[config.mk]
export PLATFORM = sky130hd
export DESIGN_NAME = cteu_top
export DESIGN_NICKNAME = d
export VERILOG_FILES = /design/src/hw/cteu_pkg.sv /design/src/hw/cteu_dec_if.sv /design/src/hw/cteu_decoder.sv /design/src/hw/cteu_top.sv
export SDC_FILE = /design/constraint.sdc
export NUM_CORES = 1
export LEC_CHECK = 0
export BUFFER_PORTS_ARGS = -buffer_cell sky130_fd_sc_hd__buf_2
export CORE_MARGIN = 1
export CORE_UTILIZATION = 30
export DETAILED_ROUTE_END_ITERATION = 16
export PLACE_DENSITY_LB_ADDON = 0.05
export SYNTH_ARGS = -nofsm -noshare
export SYNTH_HDL_FRONTEND = slang
export SYNTH_SLANG_ARGS = --single-unit
[constraint.sdc]
create_clock -name CLK_I -period 2.2 [get_ports CLK_I]
set_input_delay 0.11 -clock CLK_I [delete_from_list [all_inputs] [get_ports CLK_I]]
set_output_delay 0.11 -clock CLK_I [all_outputs]
set_load 0.02 [all_outputs]
[src/hw/cteu_pkg.sv]
// Constants for the CPU trap and exception unit: register map, status word
// layout, handler addresses, cause codes and the trap-class instruction encodings.
// Assumes a 32-bit instruction word and a 32-bit AHB-Lite register port.
package cteu_pkg;

    // Register byte offsets on the AHB-Lite port.
    localparam logic [4:0] OFS_PSW = 5'h00;
    localparam logic [4:0] OFS_EXC_RET_PC = 5'h04;
    localparam logic [4:0] OFS_EXC_RET_STATUS = 5'h08;
    localparam logic [4:0] OFS_CAUSE = 5'h0C;
    localparam logic [4:0] OFS_DBG_RET_PC = 5'h10;
    localparam logic [4:0] OFS_DBG_RET_STATUS = 5'h14;
    localparam logic [4:0] OFS_IRQ_STATUS = 5'h18;
    localparam logic [4:0] OFS_IRQ_MASK = 5'h1C;

    // Status word field positions and value after reset.
    localparam int PSW_ID_BIT = 5;
    localparam int PSW_EP_BIT = 6;
    localparam int PSW_NP_BIT = 7;
    localparam logic [31:0] PSW_RESET = 32'h0000_0020;

    // Handler addresses.
    localparam logic [31:0] HANDLER_TRAP_LOW = 32'h0000_0040;
    localparam logic [31:0] HANDLER_TRAP_HIGH = 32'h0000_0050;
    localparam logic [31:0] HANDLER_DEBUG = 32'h0000_0060;
    localparam logic [4:0] TRAP_VECTOR_SPLIT = 5'h10;

    // Cause code written for a trap: base ORed with the vector.
    localparam logic [15:0] TRAP_CODE_BASE = 16'h0040;

    // Instruction fields and encodings of the trap class.
    localparam logic [5:0] OPC_EXT = 6'h3F;
    localparam logic [3:0] SUB_TRAP = 4'h0;
    localparam logic [3:0] SUB_EXCEPTION_RETURN_INSTR = 4'h1;
    localparam logic [3:0] SUB_DEBUG_RETURN_INSTR = 4'h2;
    localparam logic [3:0] SUB_DEBUG_TRAP_INSTR = 4'h3;
    localparam logic [3:0] SUB_ILLEGAL_LO = 4'h7;

    // Interrupt status bit positions and register reset values.
    localparam int EV_TRAP = 0;
    localparam int EV_ILLEGAL = 1;
    localparam int EV_DEBUG_TRAP_INSTR = 2;
    localparam int EV_RETURN = 3;
    localparam int EV_EXCEPTION_RETURN_INSTR_IGNORED = 4;
    localparam int EV_COUNT = 5;
    localparam logic [31:0] REG_RESET = 32'h0000_0000;

endpackage

[src/hw/cteu_dec_if.sv]
// Interface between the exception core and its instruction classifier.
// Assumes the classifier is purely combinational on the same clock.
`timescale 1ns/100ps
`default_nettype none
interface cteu_dec_if;
    logic [31:0] instr;
    logic is_trap;
    logic is_exception_return_instr;
    logic is_debug_return_instr;
    logic is_debug_trap_instr;
    logic is_illegal;
    logic [4:0] vector;

    modport dec (input instr, output is_trap, is_exception_return_instr, is_debug_return_instr, is_debug_trap_instr, is_illegal, vector);
    modport core (output instr, input is_trap, is_exception_return_instr, is_debug_return_instr, is_debug_trap_instr, is_illegal, vector);
endinterface
`default_nettype wire

[src/hw/cteu_decoder.sv]
// Classifier for the trap-class instructions of the executing instruction word.
// Assumes the core drives the word from its execute stage; output is combinational.
`timescale 1ns/100ps
`default_nettype none
module cteu_decoder
    import cteu_pkg::*;
(
    cteu_dec_if.dec dbus // Instruction in, class flags out.
);
    logic ext_space;
    logic [3:0] sub;

    // Extended opcode space with bit 16 clear holds every trap-class instruction.
    always_comb begin
        ext_space = (dbus.instr[10:5] == OPC_EXT) && (dbus.instr[16] == 1'b0);
        sub = dbus.instr[26:23];
    end

    // Sub-opcodes 7 and above are reserved and so illegal.
    always_comb begin
        dbus.is_illegal = ext_space && (sub >= SUB_ILLEGAL_LO);
        dbus.is_trap = ext_space && (sub == SUB_TRAP);
        dbus.is_exception_return_instr = ext_space && (sub == SUB_EXCEPTION_RETURN_INSTR);
        dbus.is_debug_return_instr = ext_space && (sub == SUB_DEBUG_RETURN_INSTR);
        dbus.is_debug_trap_instr = ext_space && (sub == SUB_DEBUG_TRAP_INSTR);
        dbus.vector = dbus.instr[4:0];
    end
endmodule
`default_nettype wire

[src/hw/cteu_top.sv]
// CPU trap and exception unit: takes traps, illegal opcodes and debug traps,
// saves and restores PC and status word, and redirects the fetch unit.
// Assumes the pipeline presents one executing instruction per valid cycle and
// refetches from PC_TARGET_O when PC_LOAD_O pulses; registers sit on AHB-Lite.
`timescale 1ns/100ps
`default_nettype none
module cteu_top
    import cteu_pkg::*;
(
    input wire logic CLK_I, // System clock, 125 MHz.
    input wire logic NRST_I, // Synchronous reset, active low.
    input wire logic HSEL_I, // AHB slave select.
    input wire logic [31:0] HADDR_I, // AHB address.
    input wire logic [1:0] HTRANS_I, // AHB transfer type.
    input wire logic HWRITE_I, // AHB write when high.
    input wire logic [2:0] HSIZE_I, // AHB size, word only.
    input wire logic [31:0] HWDATA_I, // AHB write data.
    input wire logic HREADY_I, // AHB bus ready.
    output logic [31:0] HRDATA_O, // AHB read data.
    output logic HREADYOUT_O, // AHB slave ready.
    output logic HRESP_O, // AHB response, always OKAY.
    input wire logic INSTR_VALID_I, // Executing instruction is valid.
    input wire logic [31:0] INSTR_I, // Executing instruction word.
    input wire logic [31:0] RET_PC_I, // PC to return to after it.
    output logic PC_LOAD_O, // One-cycle redirect pulse.
    output logic [31:0] PC_TARGET_O, // Redirect address.
    output logic FLUSH_O, // Discard younger instructions.
    output logic [31:0] PSW_O, // Current status word.
    output logic IRQ_O // Unmasked event pending.
);
    cteu_dec_if dec_bus();
    cteu_decoder u_dec (
        .dbus(dec_bus.dec)
    );

    logic [31:0] psw_reg, psw_next;
    logic [31:0] exc_return_pc_reg, exc_return_status_reg;
    logic [31:0] exception_cause_reg;
    logic [31:0] debug_return_pc_reg, debug_return_status_reg;
    logic [EV_COUNT-1:0] irq_status_reg, irq_status_next, irq_mask_reg, events;
    logic pc_load_reg, flush_reg, irq_reg;
    logic [31:0] pc_target_reg, hrdata_reg, rd_val;
    logic hreadyout_reg;
    logic wr_pend_reg, rd_pend_reg;
    logic [4:0] addr_reg;
    logic accept, take_trap, take_ilg, take_dbt, take_exception_return_instr, take_debug_return_instr, exception_return_instr_skip;
    logic redirect, ahb_go, sw_wr;
    logic [31:0] target;

    assign dec_bus.instr = INSTR_I;

    // An instruction arriving while the redirect pulse stands is younger than
    // the excepting one and is dropped, so the handler runs next.
    always_comb begin
        accept = INSTR_VALID_I && !pc_load_reg;
        take_trap = accept && dec_bus.is_trap;
        take_ilg = accept && dec_bus.is_illegal;
        take_dbt = accept && dec_bus.is_debug_trap_instr;
        take_exception_return_instr = accept && dec_bus.is_exception_return_instr && psw_reg[PSW_EP_BIT];
        exception_return_instr_skip = accept && dec_bus.is_exception_return_instr && !psw_reg[PSW_EP_BIT];
        take_debug_return_instr = accept && dec_bus.is_debug_return_instr;
        redirect = take_trap || take_ilg || take_dbt || take_exception_return_instr || take_debug_return_instr;
    end

    // Redirect address: the trap vector picks one of two handlers.
    always_comb begin
        target = HANDLER_DEBUG;
        if (take_trap) begin
            target = (dec_bus.vector < TRAP_VECTOR_SPLIT) ? HANDLER_TRAP_LOW
                                                          : HANDLER_TRAP_HIGH;
        end else if (take_exception_return_instr) begin
            target = exc_return_pc_reg;
        end else if (take_debug_return_instr) begin
            target = debug_return_pc_reg;
        end
    end

    // AHB address phase accepted this cycle; writes land in the data phase.
    always_comb begin
        ahb_go = HSEL_I && HTRANS_I[1] && HREADY_I;
        sw_wr = wr_pend_reg;
    end

    // Status word next value. Hardware events beat a software write landing
    // in the same cycle, since losing an exception entry is unrecoverable.
    always_comb begin
        psw_next = psw_reg;
        if (take_trap) begin
            psw_next[PSW_EP_BIT] = 1'b1;
            psw_next[PSW_ID_BIT] = 1'b1;
        end else if (take_ilg || take_dbt) begin
            psw_next[PSW_NP_BIT] = 1'b1;
            psw_next[PSW_EP_BIT] = 1'b1;
            psw_next[PSW_ID_BIT] = 1'b1;
        end else if (take_exception_return_instr) begin
            psw_next = exc_return_status_reg;
        end else if (take_debug_return_instr) begin
            psw_next = debug_return_status_reg;
        end else if (sw_wr && addr_reg == OFS_PSW) begin
            psw_next = HWDATA_I;
        end
    end

    // Status word register.
    always_ff @(posedge CLK_I) begin
        if (!NRST_I) begin
            psw_reg <= PSW_RESET;
        end else begin
            psw_reg <= psw_next;
        end
    end

    // Exception return pair, saved on a trap and writable by software so a
    // nested handler can spill and restore it.
    always_ff @(posedge CLK_I) begin
        if (!NRST_I) begin
            exc_return_pc_reg <= REG_RESET;
            exc_return_status_reg <= REG_RESET;
        end else if (take_trap) begin
            exc_return_pc_reg <= RET_PC_I;
            exc_return_status_reg <= psw_reg;
        end else if (sw_wr) begin
            if (addr_reg == OFS_EXC_RET_PC) begin
                exc_return_pc_reg <= HWDATA_I;
            end
            if (addr_reg == OFS_EXC_RET_STATUS) begin
                exc_return_status_reg <= HWDATA_I;
            end
        end
    end

    // Cause register; only the low half is defined, the upper half reads zero.
    always_ff @(posedge CLK_I) begin
        if (!NRST_I) begin
            exception_cause_reg <= REG_RESET;
        end else if (take_trap) begin
            exception_cause_reg <= {16'h0000, TRAP_CODE_BASE | {11'h000, dec_bus.vector}};
        end else if (sw_wr && addr_reg == OFS_CAUSE) begin
            exception_cause_reg <= {16'h0000, HWDATA_I[15:0]};
        end
    end

    // Debug return pair, shared by illegal-opcode traps and debug traps.
    always_ff @(posedge CLK_I) begin
        if (!NRST_I) begin
            debug_return_pc_reg <= REG_RESET;
            debug_return_status_reg <= REG_RESET;
        end else if (take_ilg || take_dbt) begin
            debug_return_pc_reg <= RET_PC_I;
            debug_return_status_reg <= psw_reg;
        end else if (sw_wr) begin
            if (addr_reg == OFS_DBG_RET_PC) begin
                debug_return_pc_reg <= HWDATA_I;
            end
            if (addr_reg == OFS_DBG_RET_STATUS) begin
                debug_return_status_reg <= HWDATA_I;
            end
        end
    end

    // Redirect pulse to fetch; flush goes with it so nothing younger retires.
    always_ff @(posedge CLK_I) begin
        if (!NRST_I) begin
            pc_load_reg <= 1'b0;
            flush_reg <= 1'b0;
            pc_target_reg <= REG_RESET;
        end else begin
            pc_load_reg <= redirect;
            flush_reg <= redirect;
            if (redirect) begin
                pc_target_reg <= target;
            end
        end
    end

    // Event flags; a set in the same cycle as a write-one clear wins.
    always_comb begin
        events = '0;
        events[EV_TRAP] = take_trap;
        events[EV_ILLEGAL] = take_ilg;
        events[EV_DEBUG_TRAP_INSTR] = take_dbt;
        events[EV_RETURN] = take_exception_return_instr || take_debug_return_instr;
        events[EV_EXCEPTION_RETURN_INSTR_IGNORED] = exception_return_instr_skip;
        irq_status_next = irq_status_reg;
        if (sw_wr && addr_reg == OFS_IRQ_STATUS) begin
            irq_status_next = irq_status_reg & ~HWDATA_I[EV_COUNT-1:0];
        end
        irq_status_next = irq_status_next | events;
    end

    // Interrupt status, mask and the level output built from the next status and the current mask.
    always_ff @(posedge CLK_I) begin
        if (!NRST_I) begin
            irq_status_reg <= '0;
            irq_mask_reg <= '0;
            irq_reg <= 1'b0;
        end else begin
            irq_status_reg <= irq_status_next;
            if (sw_wr && addr_reg == OFS_IRQ_MASK) begin
                irq_mask_reg <= HWDATA_I[EV_COUNT-1:0];
            end
            irq_reg <= |(irq_status_next & irq_mask_reg);
        end
    end

    // Read multiplexer; unmapped offsets read zero.
    always_comb begin
        case (addr_reg)
            OFS_PSW: rd_val = psw_reg;
            OFS_EXC_RET_PC: rd_val = exc_return_pc_reg;
            OFS_EXC_RET_STATUS: rd_val = exc_return_status_reg;
            OFS_CAUSE: rd_val = exception_cause_reg;
            OFS_DBG_RET_PC: rd_val = debug_return_pc_reg;
            OFS_DBG_RET_STATUS: rd_val = debug_return_status_reg;
            OFS_IRQ_STATUS: rd_val = {27'h0000000, irq_status_reg};
            OFS_IRQ_MASK: rd_val = {27'h0000000, irq_mask_reg};
            default: rd_val = REG_RESET;
        endcase
    end

    // AHB-Lite slave. Reads take one wait state so a write in the previous
    // data phase has landed before the register is sampled.
    always_ff @(posedge CLK_I) begin
        if (!NRST_I) begin
            wr_pend_reg <= 1'b0;
            rd_pend_reg <= 1'b0;
            addr_reg <= 5'h00;
            hreadyout_reg <= 1'b1;
            hrdata_reg <= REG_RESET;
        end else begin
            wr_pend_reg <= ahb_go && HWRITE_I;
            rd_pend_reg <= ahb_go && !HWRITE_I;
            if (ahb_go) begin
                addr_reg <= (HADDR_I[31:5] == 27'h0000000) ? HADDR_I[4:0] : 5'h1F;
            end
            if (ahb_go && !HWRITE_I) begin
                hreadyout_reg <= 1'b0;
            end else if (rd_pend_reg) begin
                hreadyout_reg <= 1'b1;
                hrdata_reg <= rd_val;
            end
        end
    end

    assign HRDATA_O = hrdata_reg;
    assign HREADYOUT_O = hreadyout_reg;
    assign HRESP_O = 1'b0;
    assign PC_LOAD_O = pc_load_reg;
    assign FLUSH_O = flush_reg;
    assign PC_TARGET_O = pc_target_reg;
    assign PSW_O = psw_reg;
    assign IRQ_O = irq_reg;
endmodule
`default_nettype wire

# Yosys cells after proc, flatten, opt, wreduce, memory -nomap -nowiden

Index checks and enable logic that the tools add are counted.

$lt $le $gt $ge: 2
Equal/unequal tests: 11
Multiplexer cells: 28
Bitwise operators: 9
Reduce and logical (&&, ||, !) cells: 55

Operator list:

| kind                                                              | count |
|---|---|
| two-way mux 32 bit                                                | 18 |
| case mux 32 bit (8 select lines)                                  | 1 |
| logical NOT 27 bit                                                | 1 |
| logical AND 1 bit                                                 | 22 |
| equality test 5 bit, second input constant                        | 4 |
| nonzero test 2 bit                                                | 8 |
| two-way mux 5 bit                                                 | 3 |
| two-way mux 7 bit                                                 | 2 |
| AND reduction 2 bit                                               | 6 |
| AND 5 bit                                                         | 2 |
| equality test 5 x 4 -> 1 bit, second input constant               | 2 |
| equality test 4 x 2 -> 1 bit, second input constant               | 2 |
| equality test 6 bit, second input constant                        | 1 |
| logical OR 1 bit                                                  | 6 |
| equality test 5 x 3 -> 1 bit, second input constant               | 1 |
| logical NOT 5 bit                                                 | 1 |
| less-than comparator 5 bit, second input constant                 | 1 |
| inverter 1 bit                                                    | 5 |
| inverter 5 bit                                                    | 1 |
| bitwise OR 5 bit                                                  | 1 |
| nonzero test 5 bit                                                | 1 |
| OR reduction 5 bit                                                | 1 |
| equality test 4 x 1 -> 1 bit, second input constant               | 1 |
| greater-or-equal comparator 4 x 3 -> 1 bit, second input constant | 1 |
| 10 further kinds                                                  | 13 |

Register bits after elaboration: 260
Input port bits: 139
Output and inout bits: 101
Word-level logic and storage cells: 125

# Longest topological paths before layout

Word-level depth: 9
Depth in mapped cells: 8
Mapped depth without buffers: 5

# Hierarchy

Synthesis repeated with hierarchy kept, for this count alone.

Cell total of the unflattened synthesis: 1412
Area total of the unflattened synthesis: 12504.5 um2

Modules (own cells, without submodules):

| module       | times used | cells an instance | area each (um2) | sequential area each (um2) |
|---|---|---|---|---|
| cteu_top     | 1          | 1394              | 12381.9         | 5205.0 |
| cteu_decoder | 1          | 18                | 122.6           | 0.0 |

# Least setup slack after synthesis

Ideal clock, no wire load.

Kind: register to register
Start point: register, netlist name FLUSH_O
End point: register psw_reg[17], in the netlist PSW_O[17]
Setup time: 0.059 ns
Arrival: 1.911 ns
Data required time: 2.141 ns
Path slack: 0.230 ns
Cell stages (with the launch flop): 8
Path buffers: 3
Clock period less this slack: 1.970 ns
Path through: dfxtp_1 > or4_1 > buf_2 > or2_1 > buf_2 > buf_2 > a31oi_1 > a22o_1

RTL lines:

| item                 | line            | source |
|---|---|---|
| to (signal assigned) | cteu_top.sv:109 | `psw_reg <= psw_next;` |
| to (decl)            | cteu_top.sv:36  | `logic [31:0] psw_reg, psw_next;` |

# Final worst setup path

Start point: register addr_reg[1]
End point: register hrdata_reg[3], in the netlist HRDATA_O[3]

Cells in the longest elaborated chain, start to end: 2
Elaborated cells on any way between the ends: 9
Classes of those cells: 7 x eq/ne; 1 x mux; 1 x reduce/logical

RTL lines:

| item                                        | line            | source |
|---|---|---|
| from (decl)                                 | cteu_top.sv:45  | `logic [4:0] addr_reg;` |
| from (signal assigned)                      | cteu_top.sv:234 | `addr_reg <= (HADDR_I[31:5] == 27'h0000000) ? HADDR_I[4:0] : 5'h1F;` |
| equality test 5 bit (tied with other cells) | cteu_top.sv:208 | `case (addr_reg)` |
| case mux 32 bit (8 select lines) *          | cteu_top.sv:208 |  |
| to (signal assigned)                        | cteu_top.sv:240 | `hrdata_reg <= rd_val;` |
| to (decl)                                   | cteu_top.sv:42  | `logic [31:0] pc_target_reg, hrdata_reg, rd_val;` |

Mark *: on every way between the ends. The rest lies on a longest branch, timed or not.
A chain may end at the register's enable or synchronous reset.

==> qor.json <==
{
  "grt": {
    "first_global_vias": 12300,
    "grt_remaining_overflow": 0,
    "antenna_found_initial": 1,
    "track_usage_pct": 25.1,
    "grt_max_degree": 95,
    "grt_pass1_wl_um": 78800
  },
  "cells_and_area": {
    "final_net_count": 1851,
    "antenna_cells_inserted": 0,
    "fill_cells": 4132,
    "flow.area_growth_from_synthesis_pct": 32.1,
    "instances_no_fill": 2259,
    "drive_gt1_share_pct": 22.4
  },
  "pwr": {
    "power_density_nw_per_um2": 682,
    "net_switching_uw": 2710,
    "cell_internal_power_uw": 8330,
    "seqPwrFrac_pct": 43.1,
    "ir_drop_uv": 451,
    "power.static_leakage_uw": 0.00674,
    "power.switching_fraction_pct": 24.5,
    "clock_power_share_pct": 49.9,
    "p_comb_share_pct": 7.0
  },
  "worst_setup_path": {
    "cpLargestDelayFamily": "compound AO/OA/AOI/OAI gates",
    "required_worst_endpoint_ns": 2.61,
    "critPathLaunchType": "flip-flop",
    "timing.critical_path.slowest_stage_cell": "a2111oi_0",
    "worstPathMaxFanout": 7,
    "worst-path-buf-inv": 1,
    "worstSetupEndpointType": "flip-flop",
    "path_cells": "and4bb_2, and3_1, a2111oi_0, buf_4, a31o_2, a21oi_1",
    "crit_path_max_incr_delay_ns": 0.58,
    "worst-endpoint-arrival_ns": 2.46,
    "internal_reg_to_reg_setup_slack_ns": 0.14,
    "critPathKind": "reg -> reg"
  },
  "sta": {
    "grt_setup_unrepaired": "false",
    "post-route-period-util_pct": 93.4,
    "setup_viol_count_final": 0,
    "finalSetupTns_ns": 0,
    "report.final.slew_viol_count": 0,
    "f_max_mhz": 486,
    "finalClockSkew_ns": 0.0136,
    "finalHoldViolCount": 0,
    "period_minus_slack_ns": 2.06,
    "worst-slew-pin-transition_ns": 0.723,
    "postLayoutSetupSlackWorst_ns": 0.144,
    "timing.slew.headroom_pct": 51.8
  },
  "cts": {
    "numCtsBuffers": 34,
    "clkSlewWorstSetupHoldPaths_ns": 0.05,
    "cts_resized": 0,
    "cts.sink_count": 260,
    "postCtsSetupRepairBufs": 0,
    "clock_tree.htree_level_count": 2,
    "clk_root_buffer_cell": "clkbuf_16",
    "cts_tree": "yes",
    "clock_tree.buffer_depth": 3,
    "clk_latency_ns": 0.54
  },
  "place": {
    "dpl.cell_count": 2124,
    "dp_hpwl_um": 33500,
    "gpl.final_weighted_congestion": 0.812,
    "dp_slack_ns": 0.0825,
    "port_buffers": 218
  },
  "die": {
    "num_io_pins": 240,
    "initial_utilization_pct": 30.6,
    "dieArea_sq_um": 41600,
    "die_w_um": 204,
    "floorplan.core_area_sq_um": 40000,
    "rows": 73,
    "die_h_um": 204
  },
  "logic_synthesis": {
    "share_of_the_synthesized_area_in_the_top_cell_type_pct": 42.5,
    "ys_seq_elements": 260,
    "ys_seq_area_share_pct": 42.5,
    "ys_top_cells_by_count": "dfxtp_1 (260), nand2_1 (170), nor2_1 (161), clkbuf_1 (110), mux2i_1 (86)",
    "ys_dominant_reg_cell": "dfxtp_1",
    "synth_enable_flop_cells": 0,
    "mappedNetlistNets": 1590,
    "synth_cell_type_count": 54,
    "syn_avg_cell_area_sq_um": 8.44,
    "asyncSetResetFlopFracSynth_pct": 0,
    "yosysWarnings": 0,
    "mappedNetlistArea_sq_um": 12200,
    "library_cell_with_the_highest_instance_count_after_synthesis": "dfxtp_1",
    "synth_top_cells_by_area": "dfxtp_1 (42%), mux2i_1 (7.0%), nand2_1 (5.2%), nor2_1 (4.9%), a211oi_1 (4.8%)",
    "synthesis.instances": 1451,
    "synth.largest_area_cell": "dfxtp_1"
  },
  "routing": {
    "first_pass_detailed_route_iteration_total": 6,
    "first_iter_violations": 917,
    "detail_route.drc_violations": 0,
    "via_per_inst": 5.61,
    "num_vias": 12700,
    "route.antenna.remaining_nets": 0,
    "routed_wire_length_per_instance_um": 23.3,
    "route.final.wire_length_um": 52700
  },
  "outcome": {
    "run_status": "complete, no violations"
  },
  "min_path": {
    "hold_path_class": "in -> reg"
  },
  "job": {
    "count_of_max_cap_constraint_violations": 0
  }
}
## per-layer routing
metal  routed length, um  share of wire (%)  GRT usage [%]
met4                1540                2.9           9.51
met2               24200                 46           40.0
met1               24200                 46           34.2
met3                2680                5.1           3.48
met5                   0                  0              0
## stage by stage
stage | util (%) | power (uW) | hold WS, ns | instance area, sq um
2_1_floorplan | - | 5120 | 0.187 | 12200
3_3_place_gp | 35.8 | 5520 | 0.358 | 14300
3_5_place_dp | 35.8 | 5520 | 0.365 | 14300
4_1_cts | 40.5 | 11200 | 0.00934 | 16200
5_1_grt | 40.5 | 11400 | 0.0689 | 16200
6_report | 40.5 | 11000 | 0.0383 | 16200
## worst paths after layout
kind                  endpoint  cells after the start          from
min          irq_status_reg[1]                      4   INSTR_I[26]
max reg2reg        HRDATA_O[3]                      6   addr_reg[1]
min reg2reg       HRDATA_O[20]                      2  HRDATA_O[20]
max                HRDATA_O[3]                      6   addr_reg[1]
## power groups by stage
| stage | Sequential [uW] | Combinational, uW | Clock (uW) |
|---|---|---|---|
| after detailed placement | 4860 | 661 | 0 |
| final | 4760 | 772 | 5510 |
| after CTS | 4760 | 767 | 5630 |
| after floorplan | 4860 | 262 | 0 |
| after global placement | 4860 | 659 | 0 |
| after global routing | 4760 | 819 | 5810 |
## timing repair
action	4_1_cts	5_1_grt
hold endpoints to repair	153	0
hold buffers	77	0
endpoints found under the setup margin	0	0
## area by class of cell
cell class                 instances  area (sq um)  share of cell area [%]
clock buffer                      55          1060                    6.57
inverter                           8          35.0                   0.216
clock inverter                     3          18.8                   0.116
multi-input combinational       1029          6420                    39.7
timing repair buffer             379          2780                    17.2
sequential                       260          5210                    32.2
tap                              525           657                    4.06
## cells by family after synthesis
logic type             share of synthesized area [%]
AND/OR/NAND/NOR                                 18.8
AO/OA/AOI/OAI                                   26.3
multiplexers                                    7.03
buffers and inverters                           5.35
other                                         0.0306
flip-flops                                      42.5
## worst reg2reg max path, stage by stage, from the launching register on
cell,delay [ns]
dfxtp_1,0.40
and4bb_2,0.32
and3_1,0.19
a2111oi_0,0.58
buf_4,0.21
a31o_2,0.16
a21oi_1,0.06
## cell usage in the layout, fill, tap and decap left out, drive strengths merged, types with 2 or more instances in the layout
master,count
nor3,50
nand2b,2
a21o,17
inv,9
clkinv,2
nor4,10
and2,9
clkbuf,55
or2,3
dlygate4sd3,77
o21ai,2
o2bb2ai,16
a31o,17
a211oi,79
o21a,3
a22o,29
nand3,67
a2111oi,5
buf,302
and4,3
o221a,5
o22ai,21
nor2b,3
or4,2
nand4,10
nand2,170
nor3b,2
o41a,2
dfxtp,260
a21oi,48
a22oi,76
a222oi,16
a311oi,55
a31oi,30
nor2,162
mux2i,86
and3,17
No activity file was read; power rests on OpenSTA's default activity.
